### config.mk
export PLATFORM = sky130hd
export DESIGN_NAME = sia_irq_aggregator
export DESIGN_NICKNAME = d
export VERILOG_FILES = /design/src/sia_irq_aggregator.v
export VERILOG_INCLUDE_DIRS = /design/src /design/src/src
export SDC_FILE = /design/constraint.sdc
export NUM_CORES = 1
export LEC_CHECK = 0
export CORE_UTILIZATION = 45
export DETAILED_ROUTE_END_ITERATION = 8
export DONT_BUFFER_PORTS = 1
export GPL_TIMING_DRIVEN = 0
export PLACE_DENSITY_LB_ADDON = 0.05
export SYNTH_ARGS = -nofsm -noshare
export SYNTH_HDL_FRONTEND = slang
export SYNTH_SLANG_ARGS = --single-unit
### constraint.sdc
create_clock -name ref_clk_i -period 5.84 [get_ports ref_clk_i]
set_clock_uncertainty 0.1 [all_clocks]
set_input_delay 1.168 -clock ref_clk_i [delete_from_list [all_inputs] [get_ports ref_clk_i]]
set_output_delay 1.168 -clock ref_clk_i [all_outputs]
set_load 0.01 [all_outputs]
### src/sia_irq_map.vh
/*
  Constants of the interrupt event aggregator: event bit positions, counts, pulse timing.
  Assumes inclusion by bare name from the aggregator source.
*/
`ifndef SIA_IRQ_MAP_VH
`define SIA_IRQ_MAP_VH
`define SIA_NUM_EVT 51
`define SIA_EVT_SUPPLY_LO 0
`define SIA_EVT_PREREG_LO 3
`define SIA_EVT_CORE_LO 9
`define SIA_EVT_REF_LO 13
`define SIA_EVT_AUX_LO 20
`define SIA_EVT_TRX_LO 25
`define SIA_EVT_GP_CHG_LO 30
`define SIA_EVT_GP_WU_LO 35
`define SIA_EVT_BUS_LO 40
`define SIA_EVT_HOST_REQ 45
`define SIA_EVT_TIMER 46
`define SIA_EVT_SPI_LO 47
`define SIA_NUM_SPI_EVT 4
`define SIA_SPI_CLK_COUNT 6'h10
`define SIA_PULSE_SHORT_NS 25000
`define SIA_PULSE_LONG_NS 100000
`define SIA_CLK_PERIOD_NS 10
`define SIA_PULSE_SHORT_CYC (`SIA_PULSE_SHORT_NS / `SIA_CLK_PERIOD_NS)
`define SIA_PULSE_LONG_CYC (`SIA_PULSE_LONG_NS / `SIA_CLK_PERIOD_NS)
`define SIA_ST_IDLE 2'h0
`define SIA_ST_PULSE 2'h1
`define SIA_ST_GAP 2'h2
`endif

### src/sia_irq_aggregator.v
/*
  Event aggregator for the safety power chip: latches event flags, masks events out of the pulse request and
  drives low pulses on the active-low interrupt output; also checks SPI frames.
  Pulse and gap lengths are counts of ref_clk_i cycles, set by parameters.
  The counter width covers the default long pulse.
  Assumes every detector input is a level from the same clock domain, except the
  SPI pins, which are asynchronous and synchronised here.
  Assumes the frame check inputs are valid in the cycle frame_done_i is high.
  Assumes the serial clock holds each level for at least three ref_clk_i cycles.
  Assumes mask, clear and config inputs come from logic on ref_clk_i.
  Assumes a source drops again before it can report a second event.
*/
`include "sia_irq_map.vh"
module sia_irq_aggregator #(
  parameter integer NUM_EVT = `SIA_NUM_EVT,
  parameter integer PULSE_SHORT_CYC = `SIA_PULSE_SHORT_CYC,
  parameter integer PULSE_LONG_CYC = `SIA_PULSE_LONG_CYC
) (
  input wire ref_clk_i,
  input wire rst_b_i,
  input wire init_phase_i,
  input wire cfg_write_i,
  input wire cfg_pulse_en_i,
  input wire cfg_pulse_long_i,
  input wire [NUM_EVT-1:0] evt_mask_i,
  input wire [NUM_EVT-1:0] flag_clear_i,
  input wire [2:0] supply_evt_i,
  input wire [5:0] pre_regulator_evt_i,
  input wire [3:0] core_evt_i,
  input wire [6:0] analog_ref_regulator_evt_i,
  input wire [4:0] auxiliary_regulator_evt_i,
  input wire [4:0] transceiver_supply_evt_i,
  input wire [4:0] gp_input_state_i,
  input wire [4:0] gp_input_wakeup_i,
  input wire bus_wakeup_event_i,
  input wire transceiver_overtemp_event_i,
  input wire receive_stuck_recessive_i,
  input wire transmit_stuck_dominant_i,
  input wire bus_stuck_dominant_i,
  input wire host_irq_cmd_i,
  input wire long_timer_expiry_event_i,
  input wire long_timer_func1_i,
  input wire external_pass_i,
  input wire chip_select_n_i,
  input wire spi_sclk_i,
  input wire main_sm_active_i,
  input wire frame_done_i,
  input wire frame_parity_ok_i,
  input wire frame_access_bad_i,
  input wire frame_init_write_i,
  input wire frame_secure_ok_i,
  input wire normal_mode_i,
  output wire irq_pulse_out_n_o,
  output wire [NUM_EVT-1:0] evt_flags_o,
  output wire cfg_pulse_en_o,
  output wire cfg_pulse_long_o
);
  // Wide enough for the long pulse at the full clock rate
  localparam integer CW = 17;
  reg [NUM_EVT-1:0] flag_q;
  wire [NUM_EVT-1:0] flag_d;
  reg [NUM_EVT-1:0] prev_q;
  reg [NUM_EVT-1:0] raw;
  wire [NUM_EVT-1:0] rise;

  reg cfg_en_q;
  reg cfg_long_q;

  reg [1:0] st_q;
  reg [1:0] st_d;
  reg [CW-1:0] cnt_q;
  reg [CW-1:0] cnt_d;
  reg pend_q;
  reg pend_d;
  reg irq_n_q;

  reg [1:0] cs_sync_q;
  reg [1:0] sclk_sync_q;
  reg cs_prev_q;
  reg sclk_prev_q;
  reg [5:0] sclk_cnt_q;
  reg clk_err_q;

  wire cs_fall;
  wire cs_rise;
  wire sclk_rise;
  wire [CW-1:0] pulse_len;
  wire [CW-1:0] pulse_last;
  wire [`SIA_NUM_SPI_EVT-1:0] spi_evt;
  genvar gi;

  // One count down; the state machine tests for zero first, so its counts never wrap
  function [CW-1:0] cnt_dec;
    input [CW-1:0] v;
    begin
      cnt_dec = v - {{(CW-1){1'b0}}, 1'b1};
    end
  endfunction

  // True on the last cycle of a pulse or gap
  function cnt_zero;
    input [CW-1:0] v;
    begin
      cnt_zero = (v == {CW{1'b0}});
    end
  endfunction

  // Unmasked new events; nothing is requested while pulses are disabled
  function new_req;
    input [NUM_EVT-1:0] edges;
    input [NUM_EVT-1:0] mask;
    input en;
    begin
      new_req = (|(edges & ~mask)) & en;
    end
  endfunction

  // Pin inputs pass two flops before any logic reads them
  // Reset to the idle pin levels so no false edge follows reset
  always @(posedge ref_clk_i or negedge rst_b_i) begin
    if (!rst_b_i) begin
      cs_sync_q <= 2'h3;
      sclk_sync_q <= 2'h0;
      cs_prev_q <= 1'b1;
      sclk_prev_q <= 1'b0;
    end else begin
      cs_sync_q <= {cs_sync_q[0], chip_select_n_i};
      sclk_sync_q <= {sclk_sync_q[0], spi_sclk_i};
      cs_prev_q <= cs_sync_q[1];
      sclk_prev_q <= sclk_sync_q[1];
    end
  end
  assign cs_fall = cs_prev_q & ~cs_sync_q[1];
  assign cs_rise = ~cs_prev_q & cs_sync_q[1];
  // Serial clock edges only count while the chip is selected
  assign sclk_rise = ~sclk_prev_q & sclk_sync_q[1] & ~cs_sync_q[1];

  // Saturating count so long bursts cannot wrap back to 16
  always @(posedge ref_clk_i or negedge rst_b_i) begin
    if (!rst_b_i) begin
      sclk_cnt_q <= 6'h00;
      clk_err_q <= 1'b0;
    end else begin
      clk_err_q <= 1'b0;
      if (cs_fall) begin
        sclk_cnt_q <= 6'h00;
      end else if (sclk_rise && sclk_cnt_q != 6'h3f) begin
        sclk_cnt_q <= sclk_cnt_q + 6'h01;
      end
      // Judged on deselect, so a short and a long frame look alike
      if (cs_rise && main_sm_active_i && sclk_cnt_q != `SIA_SPI_CLK_COUNT) begin
        clk_err_q <= 1'b1;
      end
    end
  end

  // Config is only accepted while initialising, then holds for all pulses
  // Out of reset pulses are enabled and short
  always @(posedge ref_clk_i or negedge rst_b_i) begin
    if (!rst_b_i) begin
      cfg_en_q <= 1'b1;
      cfg_long_q <= 1'b0;
    end else if (cfg_write_i && init_phase_i) begin
      cfg_en_q <= cfg_pulse_en_i;
      cfg_long_q <= cfg_pulse_long_i;
    end
  end

  // Spare detector bits stay zero and never raise a flag
  always @* begin
    raw = {NUM_EVT{1'b0}};
    raw[`SIA_EVT_SUPPLY_LO +: 3] = supply_evt_i;
    raw[`SIA_EVT_PREREG_LO +: 6] = pre_regulator_evt_i;
    raw[`SIA_EVT_CORE_LO +: 4] = core_evt_i;
    raw[`SIA_EVT_REF_LO +: 6] = analog_ref_regulator_evt_i[5:0];
    raw[`SIA_EVT_REF_LO + 6] = analog_ref_regulator_evt_i[6] & external_pass_i;
    raw[`SIA_EVT_AUX_LO +: 5] = auxiliary_regulator_evt_i;
    // Limit timeouts only mean something with an external pass transistor
    raw[`SIA_EVT_AUX_LO + 1] = auxiliary_regulator_evt_i[1] & external_pass_i;
    raw[`SIA_EVT_TRX_LO +: 5] = transceiver_supply_evt_i;
    raw[`SIA_EVT_GP_CHG_LO +: 5] = gp_input_state_i;
    raw[`SIA_EVT_GP_WU_LO +: 5] = gp_input_wakeup_i;
    raw[`SIA_EVT_BUS_LO] = bus_wakeup_event_i;
    raw[`SIA_EVT_BUS_LO + 1] = transceiver_overtemp_event_i;
    raw[`SIA_EVT_BUS_LO + 2] = receive_stuck_recessive_i;
    raw[`SIA_EVT_BUS_LO + 3] = transmit_stuck_dominant_i;
    raw[`SIA_EVT_BUS_LO + 4] = bus_stuck_dominant_i;
    raw[`SIA_EVT_HOST_REQ] = host_irq_cmd_i;
    raw[`SIA_EVT_TIMER] = long_timer_expiry_event_i & long_timer_func1_i;
    raw[`SIA_EVT_SPI_LO +: `SIA_NUM_SPI_EVT] = spi_evt;
  end

  // Frame checks on bits 0, 2 and 3 count only in the cycle a finished frame is handed over; the clock count error comes from deselect
  assign spi_evt[0] = frame_done_i & main_sm_active_i & ~frame_secure_ok_i;
  assign spi_evt[1] = clk_err_q;
  assign spi_evt[2] = frame_done_i & (frame_access_bad_i |
    (frame_init_write_i & normal_mode_i));
  assign spi_evt[3] = frame_done_i & main_sm_active_i & ~frame_parity_ok_i;

  // State-change events fire on either edge; every other source fires on its rise
  generate
    for (gi = 0; gi < NUM_EVT; gi = gi + 1) begin : g_edge
      if (gi >= `SIA_EVT_GP_CHG_LO && gi < `SIA_EVT_GP_CHG_LO + 5) begin : g_any
        assign rise[gi] = raw[gi] ^ prev_q[gi];
      end else begin : g_up
        assign rise[gi] = raw[gi] & ~prev_q[gi];
      end
    end
  endgenerate

  // A set in the same cycle as a clear wins, so no event is ever lost
  assign flag_d = (flag_q & ~flag_clear_i) | rise;

  always @(posedge ref_clk_i or negedge rst_b_i) begin
    if (!rst_b_i) begin
      prev_q <= {NUM_EVT{1'b0}};
      flag_q <= {NUM_EVT{1'b0}};
    end else begin
      prev_q <= raw;
      flag_q <= flag_d;
    end
  end

  // A gap of one pulse length plus the idle cycle separates back-to-back pulses so each is visible
  assign pulse_len = cfg_long_q ? PULSE_LONG_CYC[CW-1:0] : PULSE_SHORT_CYC[CW-1:0];
  // Counters load one less because the loading cycle already counts
  assign pulse_last = cnt_dec(pulse_len);

  // Events seen during a pulse or its gap fold into one further pulse
  always @* begin
    st_d = st_q;
    cnt_d = cnt_q;
    pend_d = pend_q | new_req(rise, evt_mask_i, cfg_en_q);
    case (st_q)
      `SIA_ST_IDLE: begin
        if (pend_q) begin
          st_d = `SIA_ST_PULSE;
          cnt_d = pulse_last;
          pend_d = new_req(rise, evt_mask_i, cfg_en_q);
        end
      end
      `SIA_ST_PULSE: begin
        if (cnt_zero(cnt_q)) begin
          st_d = `SIA_ST_GAP;
          cnt_d = pulse_last;
        end else begin
          cnt_d = cnt_dec(cnt_q);
        end
      end
      `SIA_ST_GAP: begin
        if (cnt_zero(cnt_q)) begin
          st_d = `SIA_ST_IDLE;
        end else begin
          cnt_d = cnt_dec(cnt_q);
        end
      end
      default: begin
        // An unused code drops back to idle rather than sticking
        st_d = `SIA_ST_IDLE;
      end
    endcase
  end

  always @(posedge ref_clk_i or negedge rst_b_i) begin
    if (!rst_b_i) begin
      st_q <= `SIA_ST_IDLE;
      cnt_q <= {CW{1'b0}};
      pend_q <= 1'b0;
      irq_n_q <= 1'b1;
    end else begin
      st_q <= st_d;
      cnt_q <= cnt_d;
      pend_q <= pend_d;
      // Looking at the next state lines the pin up with the state register
      irq_n_q <= (st_d != `SIA_ST_PULSE);
    end
  end

  // Every output is a flop, so none can glitch
  assign irq_pulse_out_n_o = irq_n_q;
  assign evt_flags_o = flag_q;
  assign cfg_pulse_en_o = cfg_en_q;
  assign cfg_pulse_long_o = cfg_long_q;
endmodule

==> flow_summary.ini <==
[pwr]
power.switching_mw = 0.825
seq_power_share_pct = 42.8
power_frac_comb_pct = 19.5
internal_power_mw = 2.01
sw_frac_of_total_pct = 29.1
p_leak_nw = 3.09
power_mw = 2.83
clock_power_share_pct = 37.7
max-vdd-ir-drop_v = 0.000176
power_density_mw_per_mm2 = 422

[synth]
synth_top_area_share_pct = 56.3
ys.warnings.count = 0
synth_edf_count = 0
synth_area_mm2 = 0.00591
synthCells = 534
async_flop_share_pct = 100
avgSynthCellArea_um2 = 11.1
synth_nets = 708
yosys_most_used_dff = dfrtp_1
synth.most_common_cell = dfrtp_1
yosys.area.top_type = dfrtp_1
synth.area.top_cells = dfrtp_1, inv_1, nor3b_1
synth_commonest_cells = dfrtp_1, inv_1, o22ai_1
synth-seq-cells = 138
synth_cell_types = 56
synth-seq-area-share_pct = 58.5

[grt]
gr-total-overflow = 0
antenna_found_initial = 0
grt_start_max_net_pins = 139
grtUsageTotal_pct = 20.6
grt_pass1_vias = 4072
grt_pass1_wl_mm = 20.5

[timing]
timing.setup.tns_ns = 0
tightest_slew_ns = 0.619
slew_violations = 0
whs_ns = 0.259
setup_viol = 0
relSlewSlack_pct = 58.5
fmaxAchievable_mhz = 412
hold_viol_final = 0
finalCriticalPeriod_ns = 2.43
finalCritPeriodShare_pct = 41.6
rsz0062_at_grt = false

[drt]
postRouteAntennaNets = 0
routed_wl_mm = 13.5
avgRoutedWirePerCell_um = 18.3
via_per_inst = 5.50
drc_errors = 0
vias = 4056
drt_iter0_drc = 215
firstDrtPassIters = 4

[clocking]
post_cts_buffers = 0
root_buffer = clkbuf_16
cts_made_buffers = 17
path_clk_slew_ns = 0.06
cts.sinks = 138
insertion_delay_ns = 0.41
htree_levels = 4
ctsResizeCount = 0
ctsHoldBuffers = 0
max-clock-path-buffers = 2
cts_tree = yes

[place]
port_buffers = 0
hpwl_mm = 10.1
gp_congestion = 0.866
dp.cells = 706

[setup_path]
endpoint_kind = flop
crit_family = simple AND/OR/NAND/NOR gates
path_buf_inv = 1
crit_chain = inv_1 > ha_1 > or3b_2 > nor3_2 > o21ai_0 > a22o_1
cpPeakStageDelay_ns = 0.52
slowest_stage = or3b_2
critPathRequiredTime_ns = 6.04
startpoint_type = flop
path_class = reg2reg
arrival_ns = 2.63
crit_fanout = 9

[layout]
fin_nets = 727
final_util_pct = 52.8
stdcell_count = 738
drive_gt1_share_pct = 9.89
synthToLayoutAreaGrowth_pct = 13.7
diodes = 0

[job]
cap_violations = 0

[min_path]
min_path_type = reg2reg

[floorplan]
io_pins = 220
num_rows = 41
coreArea_mm2 = 0.0127
start_util_pct = 46.5
die_x_um = 117
die_h_um = 117
dieArea_mm2 = 0.0136

[run_status]
status = complete, no violations
kinds of logic after synthesis:
kind of cell    count (synthesis)  synth area share (%)
simple gates                  139                  15.0
flops                         138                  58.5
compound gates                120                  14.5
buf+inv                       112                  7.62
xor+xnor                       12                  1.78
fa+ha+maj                       8                  1.69
mux                             5                 0.889
final timing paths:
| check | startpoint | end | slack [ns] | cells past startpoint |
|---|---|---|---|---|
| setup / recovery | cnt_q[0] | cnt_q[10] | 3.41 | 6 |
| hold / removal | cs_sync_q[0] | cs_sync_q[1] | 0.26 | 0 |
| setup reg to reg | cnt_q[0] | cnt_q[10] | 3.41 | 6 |
| hold reg to reg | cs_sync_q[0] | cs_sync_q[1] | 0.26 | 0 |
| max in group asynchronous | rst_b_i | cs_sync_q[0] | 5.00 | 0 |
| min in group asynchronous | rst_b_i | evt_flags_o[27] | 0.35 | 0 |
area by class of cell:
type / instances / area (um^2)
clock buffer: 26 / 509
fill: 1144 / 6000
inverter: 107 / 402
multi-input combinational: 284 / 2000
sequential: 138 / 3460
clock inverter: 6 / 85.1
buffer: 5 / 48.8
tap: 172 / 215
metal layers:
metal	global-route usage, %	part of all wire, %
met5	0	0
met4	9.70	1.8
met3	6.69	9.2
met2	33.9	48
met1	24.5	41
cell usage in the layout (no fill, tap or decap), drive strengths merged, types with 3 or more instances in the layout:
| cell type | instances |
|---|---|
| dfrtp | 133 |
| inv | 107 |
| o22ai | 46 |
| nor3b | 42 |
| clkbuf | 26 |
| nand2 | 22 |
| nor2 | 20 |
| o21ai | 19 |
| nor4 | 16 |
| a31oi | 12 |
| nor3 | 11 |
| a21oi | 9 |
| ha | 8 |
| xnor2 | 7 |
| nand4 | 6 |
| o32ai | 5 |
| a22o | 5 |
| xor2 | 5 |
| dfstp | 5 |
| buf | 5 |
| or4 | 4 |
| o21a | 3 |
| o41ai | 3 |
| nand3 | 3 |
| o211ai | 3 |
| mux2i | 3 |
| a21o | 3 |
through the flow:
step	setup slack (ns)	area, um^2
after CTS	3.39	6720
after detailed placement	3.14	6130
final	3.41	6720
after global routing	3.19	6720
after global placement	3.16	6130
after floorplan	3.48	5910
power by group through the flow:
stage	Combinational, mW	Sequential, mW	Clock [mW]
2_1_floorplan	0.446	1.19	0
3_3_place_gp	0.540	1.22	0
3_5_place_dp	0.552	1.23	0
4_1_cts	0.555	1.21	1.09
5_1_grt	0.619	1.23	1.14
6_report	0.554	1.21	1.07
registers in the layout (all words and copies together), names as in the netlist:
| register | cells |
|---|---|
| pend_q | 1 |
| sclk_prev_q | 1 |
| irq_pulse_out_n_o | 1 |
| cs_sync_q | 2 |
| cnt_q | 17 |
| cfg_pulse_long_o | 1 |
| st_q | 2 |
| evt_flags_o | 51 |
| cs_prev_q | 1 |
| clk_err_q | 1 |
| prev_q | 51 |
| cfg_pulse_en_o | 1 |
| sclk_cnt_q | 6 |
| sclk_sync_q | 2 |
Power figures use the tool's default switching activity.
